==> config.mk <==
export PLATFORM = sky130hd
export DESIGN_NAME = aisrf_top
export DESIGN_NICKNAME = d
export VERILOG_FILES = /design/src/hdl/aisrf_pkg.sv /design/src/hdl/aisrf_fmt_if.sv /design/src/hdl/aisrf_result_fmt.sv /design/src/hdl/aisrf_top.sv
export SDC_FILE = /design/constraint.sdc
export NUM_CORES = 1
export LEC_CHECK = 0
export ABC_AREA = 1
export ABC_CLOCK_PERIOD_IN_PS = 3300
export BUFFER_PORTS_ARGS = -buffer_cell sky130_fd_sc_hd__buf_2
export CAP_MARGIN = 15
export CORE_MARGIN = 3
export CORE_UTILIZATION = 38
export DETAILED_ROUTE_END_ITERATION = 6
export GPL_ROUTABILITY_DRIVEN = 0
export GPL_TIMING_DRIVEN = 0
export PLACE_DENSITY = 0.6
export RECOVER_POWER = 25
export REMOVE_ABC_BUFFERS = 1
export SKIP_LAST_GASP = 1
export SLEW_MARGIN = 25
export SYNTH_ARGS = -nofsm -noshare
export SYNTH_HDL_FRONTEND = slang
export SYNTH_HIERARCHICAL = 1
export SYNTH_SLANG_ARGS = --single-unit
==> constraint.sdc <==
create_clock -name core_clk -period 3.3 [get_ports core_clk]
set_input_delay 0.99 -clock core_clk [delete_from_list [all_inputs] [get_ports core_clk]]
set_output_delay 0.99 -clock core_clk [all_outputs]
set_load 0.005 [all_outputs]
==> src/hdl/aisrf_pkg.sv <==
// Purpose: shared constants and types for the converter input select block
// Assumes: classic wishbone slave, 32-bit data, byte addresses
// Notes:   register offsets are byte addresses of aligned words
package aisrf_pkg;
  // ---------------------------------------------------------------
  // register map
  // ---------------------------------------------------------------
  localparam logic [7:0] SEL_IDX    = 8'h07; // selection register index
  localparam logic [7:0] SEL_ADDR   = 8'h1C; // index times four
  localparam logic [7:0] CTRL_ADDR  = 8'h20; // enable, start, bipolar
  localparam logic [7:0] STAT_ADDR  = 8'h24; // busy, shadow, long flag
  localparam logic [7:0] RES_ADDR   = 8'h28; // formatted result
  localparam logic [7:0] IRQS_ADDR  = 8'h2C; // sticky events
  localparam logic [7:0] IRQM_ADDR  = 8'h30; // event mask
  localparam logic [7:0] SEL_RST    = 8'h00;
  localparam int         REF_HI     = 7;
  localparam int         REF_LO     = 6;
  localparam int         CTL_EN     = 0;
  localparam int         CTL_START  = 1;
  localparam int         CTL_BIP    = 2;
  localparam int         IRQ_DONE   = 0;
  localparam int         IRQ_REFCHG = 1;
  // ---------------------------------------------------------------
  // conversion timing in converter clock cycles
  // ---------------------------------------------------------------
  localparam logic [4:0] CONV_SHORT = 5'd13;
  localparam logic [4:0] CONV_LONG  = 5'd25;
  localparam logic [9:0] UNI_MAX    = 10'h3FF;
  localparam logic [9:0] BIP_MIN    = 10'h200;
  localparam logic [9:0] BIP_MAX    = 10'h1FF;
  localparam logic [5:0] CH_AGND    = 6'h20;
  localparam logic [5:0] CH_IREF    = 6'h21;
  localparam logic [5:0] CH_TEMP    = 6'h22;

  typedef enum logic [1:0] {
    REF_SUPPLY = 2'b00,
    REF_EXTPIN = 2'b01,
    REF_INT11  = 2'b10,
    REF_RSVD   = 2'b11
  } aisrf_ref_e;

  typedef enum logic [2:0] {
    KIND_SINGLE = 3'b000,
    KIND_DIFF   = 3'b001,
    KIND_REV    = 3'b010,
    KIND_OFFCAL = 3'b011,
    KIND_GND    = 3'b100,
    KIND_IREF   = 3'b101,
    KIND_TEMP   = 3'b110
  } aisrf_kind_e;
endpackage : aisrf_pkg

==> src/hdl/aisrf_fmt_if.sv <==
// Purpose: carries raw sample and formatted result between modules
// Assumes: one clock domain
// Notes:   raw sample is a signed difference scaled to 10 bits
`timescale 1ns/100ps
interface aisrf_fmt_if;
  logic signed [10:0] rawDiff;
  logic               bipolar;
  logic               isDiff;
  logic        [9:0]  result;
  modport src (output rawDiff, output bipolar, output isDiff, input result);
  modport fmt (input rawDiff, input bipolar, input isDiff, output result);
endinterface : aisrf_fmt_if

==> src/hdl/aisrf_result_fmt.sv <==
// Purpose: formats a raw converter sample as unipolar or bipolar code
// Assumes: rawDiff already carries gain and reference scaling
// Notes:   purely combinational
`timescale 1ns/100ps
module aisrf_result_fmt (
  aisrf_fmt_if.fmt f
);
  // ---------------------------------------------------------------
  // saturating formatters
  // ---------------------------------------------------------------
  wire logic        negUni = f.rawDiff < 0;
  wire logic        hiUni  = f.rawDiff > 11'sd1023;
  wire logic        loBip  = f.rawDiff < -11'sd512;
  wire logic        hiBip  = f.rawDiff > 11'sd511;
  // negative difference saturates to zero in unipolar mode
  wire logic [9:0]  uniRes = negUni ? 10'h000 :
                             hiUni ? aisrf_pkg::UNI_MAX :
                             f.rawDiff[9:0];
  // two's complement, top bit is the sign
  wire logic [9:0]  bipRes = loBip ? aisrf_pkg::BIP_MIN :
                             hiBip ? aisrf_pkg::BIP_MAX :
                             f.rawDiff[9:0];
  assign f.result = (f.bipolar && f.isDiff) ? bipRes : uniRes;
endmodule : aisrf_result_fmt

==> src/hdl/aisrf_top.sv <==
// Purpose: input, reference and result format control of a 10-bit SAR
// Assumes: classic wishbone slave, core_clk 10 MHz, sync reset rst
// Notes:   converter clock tick arrives as a level, synchronised and edge-detected into a core_clk step
//
// Summary of operation
// - bipolar results span 0x200 to 0x1FF
// - bipolar top result bit is the sign
// - reset gives unipolar; bipolar bit allows negatives on differential inputs
// - unipolar clamps negative difference to zero
// - code 100010 routes and enables temperature sensor
// - reference field decodes supply, pin, 1.1V, reserved
// - reference change waits for conversion completion
// - conversion after reference change takes 25 cycles
// - channel change waits for conversion completion
// - low codes single ended, ground, reference
// - decode normal, reversed and offset pairs
// - code bit zero picks 1x or 20x
// - polarity bit swaps normal pair inputs
// - offset calibration pairs for inputs 0,3,7
`timescale 1ns/100ps
module aisrf_top (
  input  wire logic               core_clk,
  input  wire logic               rst,
  input  wire logic               wb_cyc_i,
  input  wire logic               wb_stb_i,
  input  wire logic               wb_we_i,
  input  wire logic [7:0]         wb_adr_i,
  input  wire logic [3:0]         wb_sel_i,
  input  wire logic [31:0]        wb_dat_i,
  output logic      [31:0]        wb_dat_o,
  output logic                    wb_ack_o,
  input  wire logic               convTick,
  input  wire logic signed [10:0] sampleIn,
  output logic      [1:0]         refSel,
  output logic      [2:0]         posInput,
  output logic      [2:0]         negInput,
  output logic                    gain20x,
  output logic      [2:0]         inputKind,
  output logic                    tempSensorEn,
  output logic                    irq
);
  // ---------------------------------------------------------------
  // registers
  // ---------------------------------------------------------------
  logic [7:0]  selReg_r;
  logic [7:0]  shadow_r;
  logic [2:0]  ctrl_r;
  logic        busy_r;
  logic        longNext_r;
  logic        longCur_r;
  logic [4:0]  cnt_r;
  logic [9:0]  result_r;
  logic [1:0]  irqStat_r;
  logic [1:0]  irqMask_r;
  logic        sampleA_r;
  logic        tickA_r;
  logic        tickB_r;
  logic signed [10:0] smpA_r;
  logic signed [10:0] smpB_r;

  aisrf_fmt_if fmtBus ();
  aisrf_result_fmt uFmt (.f(fmtBus.fmt));

  // ---------------------------------------------------------------
  // input synchronisers (tick and sample come from the analog side)
  // ---------------------------------------------------------------
  always_ff @(posedge core_clk) begin
    if (rst) begin
      tickA_r <= 1'b0;
      tickB_r <= 1'b0;
      smpA_r  <= '0;
      smpB_r  <= '0;
    end else begin
      tickA_r <= convTick;
      tickB_r <= tickA_r;
      smpA_r  <= sampleIn;
      smpB_r  <= smpA_r;
    end
  end
  // edge of the synchronised tick; one step per converter clock
  always_ff @(posedge core_clk) begin
    if (rst) begin
      sampleA_r <= 1'b0;
    end else begin
      sampleA_r <= tickB_r;
    end
  end
  wire logic step = tickB_r & ~sampleA_r;

  // ---------------------------------------------------------------
  // bus decode
  // ---------------------------------------------------------------
  wire logic req    = wb_cyc_i & wb_stb_i & ~wb_ack_o;
  wire logic wrReq  = req & wb_we_i & wb_sel_i[0];
  wire logic hitSel = wb_adr_i == aisrf_pkg::SEL_ADDR;
  wire logic hitCtl = wb_adr_i == aisrf_pkg::CTRL_ADDR;
  wire logic hitSt  = wb_adr_i == aisrf_pkg::STAT_ADDR;
  wire logic hitRes = wb_adr_i == aisrf_pkg::RES_ADDR;
  wire logic hitIs  = wb_adr_i == aisrf_pkg::IRQS_ADDR;
  wire logic hitIm  = wb_adr_i == aisrf_pkg::IRQM_ADDR;
  wire logic wrSel  = wrReq & hitSel;
  wire logic startW = wrReq & hitCtl & wb_dat_i[aisrf_pkg::CTL_START];
  wire logic refChg = wrSel &
      (wb_dat_i[7:6] != selReg_r[aisrf_pkg::REF_HI:aisrf_pkg::REF_LO]);
  wire logic enOn   = wrReq & hitCtl & wb_dat_i[aisrf_pkg::CTL_EN]
                      & ~ctrl_r[aisrf_pkg::CTL_EN];
  wire logic enabled = ctrl_r[aisrf_pkg::CTL_EN];
  // ---------------------------------------------------------------
  // conversion sequencer
  // ---------------------------------------------------------------
  wire logic [4:0] convLen = longCur_r ? aisrf_pkg::CONV_LONG
                                       : aisrf_pkg::CONV_SHORT;
  wire logic done  = busy_r & step & (cnt_r == convLen - 5'd1);
  wire logic start = startW & enabled & ~busy_r;
  // shadow loads when idle or at the completing step
  wire logic loadShadow = ~busy_r | done;

  // ---------------------------------------------------------------
  // bus registers and ack
  // ---------------------------------------------------------------
  always_ff @(posedge core_clk) begin
    if (rst) begin
      selReg_r  <= aisrf_pkg::SEL_RST;
      ctrl_r    <= 3'b000;
      irqMask_r <= 2'b00;
      wb_ack_o  <= 1'b0;
    end else begin
      wb_ack_o <= req;
      if (wrSel) begin
        selReg_r <= wb_dat_i[7:0];
      end
      if (wrReq && hitCtl) begin
        ctrl_r <= {wb_dat_i[aisrf_pkg::CTL_BIP], 1'b0,
                   wb_dat_i[aisrf_pkg::CTL_EN]};
      end
      if (wrReq && hitIm) begin
        irqMask_r <= wb_dat_i[1:0];
      end
    end
  end

  // read mux; unmapped words read zero
  wire logic [31:0] rdData =
      hitSel ? {24'h0, selReg_r} :
      hitCtl ? {29'h0, ctrl_r[2], busy_r, ctrl_r[0]} :
      hitSt  ? {22'h0, longNext_r, busy_r, shadow_r} :
      hitRes ? {22'h0, result_r} :
      hitIs  ? {30'h0, irqStat_r} :
      hitIm  ? {30'h0, irqMask_r} : 32'h0;
  always_ff @(posedge core_clk) begin
    if (rst) begin
      wb_dat_o <= 32'h0;
    end else begin
      wb_dat_o <= req ? rdData : 32'h0;
    end
  end

  // ---------------------------------------------------------------
  // conversion state, long-conversion flag and result capture
  // ---------------------------------------------------------------
  // reference changes or enabling the converter force a long run
  wire logic longNext_nxt = (refChg | enOn) ? 1'b1 :
                            start ? 1'b0 : longNext_r;
  always_ff @(posedge core_clk) begin
    if (rst) begin
      busy_r     <= 1'b0;
      cnt_r      <= 5'd0;
      longNext_r <= 1'b0;
      longCur_r  <= 1'b0;
      result_r   <= 10'h000;
      shadow_r   <= aisrf_pkg::SEL_RST;
    end else begin
      longNext_r <= longNext_nxt;
      if (!enabled) begin
        busy_r <= 1'b0;                    // disabling aborts a run
      end else if (start) begin
        busy_r    <= 1'b1;
        cnt_r     <= 5'd0;
        longCur_r <= longNext_r;
      end else if (done) begin
        busy_r   <= 1'b0;
        result_r <= fmtBus.result;
      end else if (busy_r && step) begin
        cnt_r <= cnt_r + 5'd1;
      end
      // mid-run writes are held off until completion
      if (loadShadow) begin
        shadow_r <= selReg_r;
      end
    end
  end

  // ---------------------------------------------------------------
  // interrupt status: set wins over write-one-to-clear
  // ---------------------------------------------------------------
  wire logic [1:0] evts = {refChg, done};
  wire logic [1:0] clr  = (wrReq && hitIs) ? wb_dat_i[1:0] : 2'b00;
  always_ff @(posedge core_clk) begin
    if (rst) begin
      irqStat_r <= 2'b00;
      irq       <= 1'b0;
    end else begin
      irqStat_r <= (irqStat_r & ~clr) | evts;
      irq       <= |(((irqStat_r & ~clr) | evts) & irqMask_r);
    end
  end

  // ---------------------------------------------------------------
  // channel decode of the shadow selection
  // ---------------------------------------------------------------
  wire logic [5:0] code   = shadow_r[5:0];
  wire logic       isSe   = code[5:3] == 3'b000;
  wire logic       isNorm = ~code[5] & (code[4:3] != 2'b00);
  wire logic       isRevd = code[5] & (code[4:3] != 2'b00);
  wire logic       isCal  = (code >= 6'h23) && (code <= 6'h27);
  // pair table indexed by code bits 4:1, normal orientation
  function automatic logic [5:0] pairOf(input logic [3:0] idx);
    case (idx)
      4'h4:    pairOf = {3'd0, 3'd1};
      4'h5:    pairOf = {3'd0, 3'd3};
      4'h6:    pairOf = {3'd1, 3'd2};
      4'h7:    pairOf = {3'd1, 3'd3};
      4'h8:    pairOf = {3'd2, 3'd3};
      4'h9:    pairOf = {3'd3, 3'd4};
      4'hA:    pairOf = {3'd3, 3'd5};
      4'hB:    pairOf = {3'd3, 3'd6};
      4'hC:    pairOf = {3'd3, 3'd7};
      4'hD:    pairOf = {3'd4, 3'd5};
      4'hE:    pairOf = {3'd5, 3'd6};
      4'hF:    pairOf = {3'd6, 3'd7};
      default: pairOf = 6'h00;
    endcase
  endfunction : pairOf
  wire logic [5:0] pair = pairOf(code[4:1]);
  // offset calibration: 100011 -> 0, 10010x -> 3, 10011x -> 7
  wire logic [2:0] calIn = (code == 6'h23) ? 3'd0 :
                           code[1] ? 3'd7 : 3'd3;
  wire logic [2:0] posNxt = isSe ? code[2:0] :
                            isNorm ? pair[5:3] :
                            isRevd ? pair[2:0] :
                            isCal ? calIn : 3'd0;
  wire logic [2:0] negNxt = isNorm ? pair[2:0] :
                            isRevd ? pair[5:3] :
                            isCal ? calIn : 3'd0;
  wire logic       diffSel = isNorm | isRevd | isCal;
  wire logic       g20Nxt  = diffSel & (isCal ? (code != 6'h24 &&
                             code != 6'h26) : code[0]);
  wire logic [2:0] kindNxt =
      isSe   ? aisrf_pkg::KIND_SINGLE :
      isNorm ? aisrf_pkg::KIND_DIFF :
      isRevd ? aisrf_pkg::KIND_REV :
      isCal  ? aisrf_pkg::KIND_OFFCAL :
      (code == aisrf_pkg::CH_AGND) ? aisrf_pkg::KIND_GND :
      (code == aisrf_pkg::CH_IREF) ? aisrf_pkg::KIND_IREF :
      aisrf_pkg::KIND_TEMP;
  wire logic tempNxt = code == aisrf_pkg::CH_TEMP;

  assign fmtBus.rawDiff = smpB_r;
  assign fmtBus.bipolar = ctrl_r[aisrf_pkg::CTL_BIP];
  assign fmtBus.isDiff  = diffSel;

  // analog front-end outputs, registered from the shadow
  always_ff @(posedge core_clk) begin
    if (rst) begin
      refSel       <= aisrf_pkg::REF_SUPPLY;
      posInput     <= 3'd0;
      negInput     <= 3'd0;
      gain20x      <= 1'b0;
      inputKind    <= aisrf_pkg::KIND_SINGLE;
      tempSensorEn <= 1'b0;
    end else begin
      refSel       <= shadow_r[7:6];
      posInput     <= posNxt;
      negInput     <= negNxt;
      gain20x      <= g20Nxt;
      inputKind    <= kindNxt;
      tempSensorEn <= tempNxt;
    end
  end
endmodule : aisrf_top

==> summary.md, run 1 <==
| Metric | Value |
|---|---|
| Asr flop ratio synth | 0% |
| Setup TNS | 0 ns |
| Clock power frac | 37.1% |
| Sw frac | a little under a quarter |
| Clock Latency Late Sink | about 0.36 ns |
| Slew @ Worst Pin | around 0.77 ns |
| Placed insts | 728 |
| Commonest non-fill, non-tap cell in the layout | dfxtp_1 |
| Max Cap Viol | 0 |
| Num rows | 37 |
| # setup viols final | 0 |
| Filler Cell Count | 1089 |
| Register area | 0.001922 sq mm |
| Run status | completed |
| F_max | ~360 MHz |
| I/O Pins | ~110 |
| Core area | approximately 0.010 sq mm |
| Yosys reg bits | 96 |
| Die Ht | 110.6 um |
| Port Buf Inserts | 58 |
| Vias in the first global route | roughly 3000 |
| Final core utilization | around 44% |
| Reg clk slew, reported paths | ~0.090 ns |
| Reg2reg end | pair[3]$_DFF_P_ |
| Pleak | about 2.2 nW |
| Htree depth | 3 |
| CTS tree | yes |
| Detail Route Antenna Nets | 0 |
| Tmin final | roughly 2.8 ns |
| Most used DFF post-synth | dfxtp_1 |
| Max Slew Vio Count | 0 |
| Drt pass-1 iters | 4 |
| Final Cycle Share | 83.36% |
| Area of the multi-input gates | between 0.0015 and 0.002 sq mm |
| Startpoint Class | input port |
| Clock sink total | 96 |
| Post-CTS Resized | 0 |
| Final nets | 671 |
| Clk buf depth | 2 |
| Die ar. | 0.01223 sq mm |
| First-pass GRT wire length | ~14000 um |
| Fin worst setup slack | around 0.55 ns |
| Worst Hold Launch | smpA_r[0]$_SDFF_PP0_ |
| Worst endpoint required time | about 3.6 ns |
| RR Startpoint | cnt_r[0]$_SDFFE_PP0P_ |
| HP Class | flop to flop |
| Endpoint class of the critical path | flop |
| NetSw | 459.7 uW |
| Cts hold-fix bufs | 0 |
| Vias/cell | about 4.6 |
| Seq pwr share | between 50% and 60% |
| Hold depth | 2 |
| Post-DP HPWL | 6219 um |
| Final hold vios | 0 |
| Worst hold endpoint | fmtBus.rawDiff[0]$_SDFF_PP0_ |
| Crit Path Class | input port to flop |
| Cell Int Power | 1.548 mW |
| Largest net degree at the start of global routing | between 40 and 50 |
| Worst slack at placement | approximately 0.15 ns |
| CTS Buf Count | 9 |
| Peak VDD IR | between 0.2 and 0.25 mV |
| Area grow syn2layout | 11.71% |
| Combinational share of power | 4.3% |
| DR iter-0 viols | 126 |
| Root Buffer | clkbuf_8 |
| Drt wl/cell | about 11 um |
| Crit-path max FO | 41 |
| Min Hold Slack | between 0.4 and 0.5 ns |
| Initial cell density of the core | approximately two fifths |
| GRT Overall Usage | between 10 and 15% |
| Cell area after layout | roughly 0.0046 sq mm |
| R2R setup slack | 1.05 ns |
| Final std cells w/o fill | between 700 and 800 |
| Yosys cell types | 35 |
| EDFF count, synth | 0 |
| Setup bufs post-CTS | 0 |
| DRC | 0 |
| Die Wd | 110.6 um |
| CP arrival | ~3.0 ns |
| Post-Syn Instances | between 500 and 600 |
| Synth Warn # | 6 |
| Cells on worst reg2reg path | 15 |
| Layout cells sized above 1 | between 15 and 20% |
| Most frequent cells in the layout | dfxtp_1, nor2_1, inv_1 |
| Antenna violations before repair | 0 |
| Slew margin rel. | between 40% and 50% |
| Post-synth design cell area | 0.004158 sq mm |
| Vias | 3402 |
| RSZ-0062 raised after global routing | false |
| Synth Area per Inst | about 7.6 sq um |
| Ant. Diodes | 0 |
| Register area share after synthesis | between 40% and 50% |
| Pwr/cell area | between 400 and 500 mW/mm^2 |
| Post-DP Area | around 0.0045 sq mm |
| Clock Skew | just over 0.006 ns |
| GRT Residual Overflow | 0 |
| Post-layout power | about 2 mW |
| Total wire length | 8432 um |
state kept, by name (all words and copies together), names as in the netlist, 2 cells and up:
| register | cells |
|---|---|
| cnt_r | 5 |
| ctrl_r | 2 |
| fmtBus.rawDiff | 11 |
| inputKind | 3 |
| irqMask_r | 2 |
| irqStat_r | 2 |
| negInput | 3 |
| pair | 6 |
| posInput | 3 |
| refSel | 2 |
| result_r | 10 |
| selReg_r | 8 |
| shadow_r | 8 |
| smpA_r | 11 |
| wb_dat_o | 10 |
routing by layer:
| layer | GRT usage [%] | vias up | share of wire, % |
|---|---|---|---|
| met5 | 0 | - | 0 |
| met4 | 5.829 | 0 | 1.7 |
| met3 | 3.671 | 14 | 5.7 |
| met2 | 23.54 | 97 | 47 |
| met1 | 17.94 | 1481 | 45 |
| li1 | - | 1810 | - |
layout make-up:
| cell class | instances | area share, % |
|---|---|---|
| inverters | 84 | 6.789 |
| clock inverters | 6 | 1.293 |
| flip-flops and latches | 96 | 41.38 |
| multi-input cells | 354 | 37.88 |
| clock buffers | 10 | 2.748 |
| well taps | 136 | 3.664 |
| repair buffers | 58 | 6.250 |
cells by family (layout without fill, tap and decap cells):
family                     count (synthesis)  count (layout)  synth area share (%)
and+or+nand+nor                          221             221                 24.20
DFF                                       96              96                 46.22
buffers and inverters                    120             158                 13.36
other                                      1              22               0.09019
AOI/OAI and AO/OA                        101             101                 13.39
xor gates and xnor gates                   3               3                0.6321
adders and majority gates                  7               7                 2.106
worst max path at each step:
stage / from / end / cells past startpoint
after CTS: rst / pair[3]$_DFF_P_ / 10
after detailed placement: rst / pair[3]$_DFF_P_ / 10
after global routing: rst / pair[3]$_DFF_P_ / 10
after global placement: rst / pair[3]$_DFF_P_ / 10
after floorplan: rst / pair[3]$_DFF_P_ / 9
final: rst / pair[3]$_DFF_P_ / 10
power by group through the flow:
stage | clock [mW] | combinational (mW) | sequential [mW]
after floorplan | 0 | 0.0468 | 1.20
after global placement | 0 | 0.0853 | 1.20
after detailed placement | 0 | 0.0870 | 1.20
after CTS | 0.772 | 0.0872 | 1.18
after global routing | 0.813 | 0.101 | 1.18
final | 0.745 | 0.0868 | 1.18
cells in the mapped netlist (2+ instances only):
cell | instances | area share [%]
inv_2 | 5 | 0.45
o22ai_1 | 3 | 0.45
xor2_1 | 3 | 0.63
inv_1 | 79 | 7.1
nand2_1 | 72 | 6.5
dfxtp_1 | 96 | 46
nor2_1 | 83 | 7.5
nor2_2 | 3 | 0.45
a21oi_1 | 42 | 5.1
nor2_4 | 5 | 1.4
a41oi_1 | 4 | 0.84
o211ai_1 | 2 | 0.36
buf_6 | 2 | 0.54
nand2_2 | 8 | 1.2
nor3_1 | 8 | 0.96
nand3_1 | 27 | 3.3
buf_2 | 3 | 0.36
a31oi_1 | 2 | 0.30
a221oi_1 | 2 | 0.42
nand3_2 | 4 | 0.96
o21ai_0 | 40 | 4.8
clkbuf_1 | 7 | 0.63
buf_4 | 23 | 4.2
ha_1 | 7 | 2.1
nand4_1 | 6 | 0.90
o21ai_1 | 4 | 0.48
critical path, cell delays in order:
cell     delay, ns
buf_2         0.35
inv_2         0.61
nand2_1       0.18
nor2_2        0.21
inv_1         0.11
ha_1          0.20
nor2_1        0.08
nand3_1       0.08
nand3_1       0.12
nand2_1       0.06
(Power assumes the default switching activity.)
==> inputs of run 2 (changes only) <==
--- a/config.mk
+++ b/config.mk
@@ -5,8 +5,8 @@
 export SDC_FILE = /design/constraint.sdc
 export NUM_CORES = 1
 export LEC_CHECK = 0
-export ABC_AREA = 1
-export ABC_CLOCK_PERIOD_IN_PS = 3300
+export ABC_AREA = 0
+export ABC_CLOCK_PERIOD_IN_PS = 2650
 export BUFFER_PORTS_ARGS = -buffer_cell sky130_fd_sc_hd__buf_2
 export CAP_MARGIN = 15
 export CORE_MARGIN = 3
==> constraint.sdc (replaced) <==
create_clock -name core_clk -period 2.65 [get_ports core_clk]
set_input_delay 0.795 -clock core_clk [delete_from_list [all_inputs] [get_ports core_clk]]
set_output_delay 0.795 -clock core_clk [all_outputs]
set_load 0.005 [all_outputs]
==> run 2 against run 1 <==
  * Critical path depth fell by 2
  * Total power rose by 34%
  * Die area rose by 0.20%
  * Hold slack better by 0.037 ns
  * Setup slack worse by 0.33 ns
  * Area after synthesis grew 0.21%
  * Register-to-register slack worse by 0.83 ns
  * Sequential share of layout area is 0.59 points lower
  * Clock-buffer cell count down 1
  * Final cell count fell by 14%
  * Clock power rose by 50%
  * Non-clock buffer count grew 4
  * Critical path type is now flop to flop
  * Largest cell class is now multi-input combinational cells
  * Largest power group unchanged
  * Highest routed layer unchanged
==> summary.md, run 2 <==
| Metric | Value |
|---|---|
| Commonest cells post-synth | dfxtp_1, nor2_1, nand2_1 |
| Tmin final | 2.433 ns |
| Final std cells w/o fill | between 600 and 700 |
| Largest net degree at the start of global routing | 76 |
| Htree depth | 3 |
| RSZ-0062 raised after global routing | false |
| Pwr/cell area | approximately 570 mW/mm^2 |
| Worst endpoint required time | just under 3 ns |
| Hold depth | 1 |
| Launch point of the worst path | cnt_r[2]$_SDFFE_PP0P_ |
| Drt pass-1 iters | 4 |
| Max Cap Viol | 0 |
| Worst Hold Launch | smpA_r[7]$_SDFF_PP0_ |
| R2R setup slack | approximately 0.22 ns |
| Synth Area per Inst | just over 9 sq um |
| Ant. Diodes | 0 |
| Startpoint Class | flop |
| Endpoint class of the critical path | flop |
| Initial cell density of the core | approximately two fifths |
| Most frequent cells in the layout | dfxtp_1, buf_2, nor2_1 |
| Core area | 0.01051 sq mm |
| Total wire length | between 9000 and 10000 um |
| Pleak | around 2 nW |
| Die ar. | ~0.012 sq mm |
| GRT Residual Overflow | 0 |
| Post-DP HPWL | ~6400 um |
| Post-Syn Instances | roughly 450 |
| Post-DP Area | roughly 0.0044 sq mm |
| Clock Skew | 0.01649 ns |
| Final nets | 570 |
| First-pass GRT wire length | ~15000 um |
| Peak VDD IR | 0.3548 mV |
| Slew @ Worst Pin | roughly 0.86 ns |
| Clock sink total | 96 |
| Area leader, netlist | dfxtp_1 |
| Clk buf depth | 2 |
| Root Buffer | clkbuf_8 |
| Num rows | 37 |
| Placed insts | a little over 600 |
| Slew margin rel. | between 40% and 50% |
| Crit-path max FO | 7 |
| Final Cycle Share | 91.83% |
| GRT Overall Usage | between 10% and 20% |
| RR Startpoint | cnt_r[2]$_SDFFE_PP0P_ |
| Final hold vios | 0 |
| Antenna violations before repair | 0 |
| Die Ht | 110.7 um |
| CTS tree | yes |
| Reg clk slew, reported paths | around 0.090 ns |
| Drt wl/cell | 14.21 um |
| Vias | around 3200 |
| Vias in the first global route | 3023 |
| Crit Path Class | flop to flop |
| Dominant cells by area after synthesis | dfxtp_1, nor2b_1, buf_4 |
| Yosys reg bits | between 90 and 100 |
| Detail Route Antenna Nets | 0 |
| Port Buf Inserts | 58 |
| Most used DFF post-synth | dfxtp_1 |
| Run status | completed |
| Cell area after layout | approximately 0.0047 sq mm |
| F_max | around 400 MHz |
| Max Slew Vio Count | 0 |
| CP arrival | ~2.7 ns |
| Register area share after synthesis | around 46% |
| DR iter-0 viols | approximately 140 |
| Reg2reg end | pair[1]$_DFF_P_ |
| EDFF count, synth | 0 |
| Cells on worst reg2reg path | 8 |
| Die Wd | about 110 um |
| # setup viols final | 0 |
| Vias/cell | 5.051 |
| Yosys cell types | 65 |
| Commonest non-fill, non-tap cell in the layout | dfxtp_1 |
| HP Class | flop to flop |
| Layout cells sized above 1 | 20.36% |
| Synth Warn # | 6 |
| Synth top area share | a little under half |
| Post-synth design cell area | roughly 0.0042 sq mm |
| Worst hold endpoint | fmtBus.rawDiff[7]$_SDFF_PP0_ |
| Clock Latency Late Sink | between 0.3 and 0.4 ns |
| DRC | 0 |
| CTS Buf Count | 9 |
| I/O Pins | about 110 |
| Area grow syn2layout | 13.09% |
| Cell with the most instances after synthesis | dfxtp_1 |
| Asr flop ratio synth | 0% |
==> run 2: changes by cell type after synthesis, sizes merged, moves of 14 or more <==
cell / before / now
nor2: 91 / 41
inv: 84 / 17
nor2b: 0 / 31
nand2: 80 / 33
mux2i: 0 / 14
o21ai: 44 / 10
==> run 2: kinds of logic after synthesis <==
| family | after synthesis | synth area share (%) |
|---|---|---|
| flip-flops | 96 | 46.13 |
| other | 1 | 0.09000 |
| buffers and inverters | 63 | 8.138 |
| AND/OR/NAND/NOR | 171 | 22.01 |
| multiplexers | 15 | 3.634 |
| adder cells (fa/ha/maj) | 16 | 4.535 |
| AO/OA/AOI/OAI | 86 | 14.62 |
| XOR/XNOR | 4 | 0.8410 |
==> run 2: area by class of cell <==
cell class	count	area (sq um)
multi-input cells	314	1988
repair buffers	62	326.6
well taps	136	170.2
inverters	19	72.57
fillers	1021	5797
flip-flops and latches	96	1922
clock buffers	9	123.9
clock inverters	6	108.9
==> run 2: worst max-delay path by stage <==
stage,slack [ns],end,depth (start not counted)
floorplan,0.33,pair[1]$_DFF_P_,8
global placement,-0.67,pair[3]$_DFF_P_,5
detailed placement,-0.30,irq$_SDFF_PP0_,6
CTS,0.06,irq$_SDFF_PP0_,6
global route,0.003,result_r[8]$_SDFFE_PP0P_,6
finish,0.22,pair[1]$_DFF_P_,8
==> run 2: worst max-delay path, stage by stage (launching register included) <==
cell and delay (ns):
dfxtp_1 0.45, or3b_4 0.45, a21oi_4 0.15, o21ai_1 0.10, and2_1 0.20, or2_2 0.31, ha_1 0.26, a2111o_1 0.35
o31ai_1 0.07
==> run 2: through the flow <==
step | power [mW] | util, % | setup TNS [ns] | worst slack, ns | hold WS, ns
floorplan | 1.545 | - | 0 | 0.3289 | 0.4138
global placement | 1.607 | 42.24 | -12.88 | -0.6721 | 0.4202
detailed placement | 1.609 | 42.27 | -3.400 | -0.2982 | 0.4233
CTS | 2.716 | 44.55 | 0 | 0.06292 | 0.4431
global route | 2.789 | 44.84 | 0 | 0.002726 | 0.4647
finish | 2.695 | 44.84 | 0 | 0.2166 | 0.4389
==> run 2: timing repair <==
| action | 4_1_cts | 5_1_grt |
|---|---|---|
| buffers inserted | 1 | 3 |
| cloned | 0 | 0 |
| gates resized for setup | 0 | 4 |
| setup endpoints to repair | 1 | 20 |
| pin swaps | 1 | 1 |
| hold buffers | 0 | 0 |
==> run 2: report_power, final <==
group          switching [mW]  internal [mW]
Sequential            0.00473           1.46
Clock                   0.498          0.621
Combinational          0.0708         0.0415
==> run 2: per-layer routing <==
| layer | part of all wire (%) | vias to the layer above | global-route usage [%] |
|---|---|---|---|
| met2 | 46 | 125 | 23.71 |
| met4 | 1.5 | 0 | 4.844 |
| met5 | 0 | - | 0 |
| met1 | 44 | 1484 | 19.32 |
| li1 | - | 1618 | - |
| met3 | 7.9 | 16 | 4.421 |
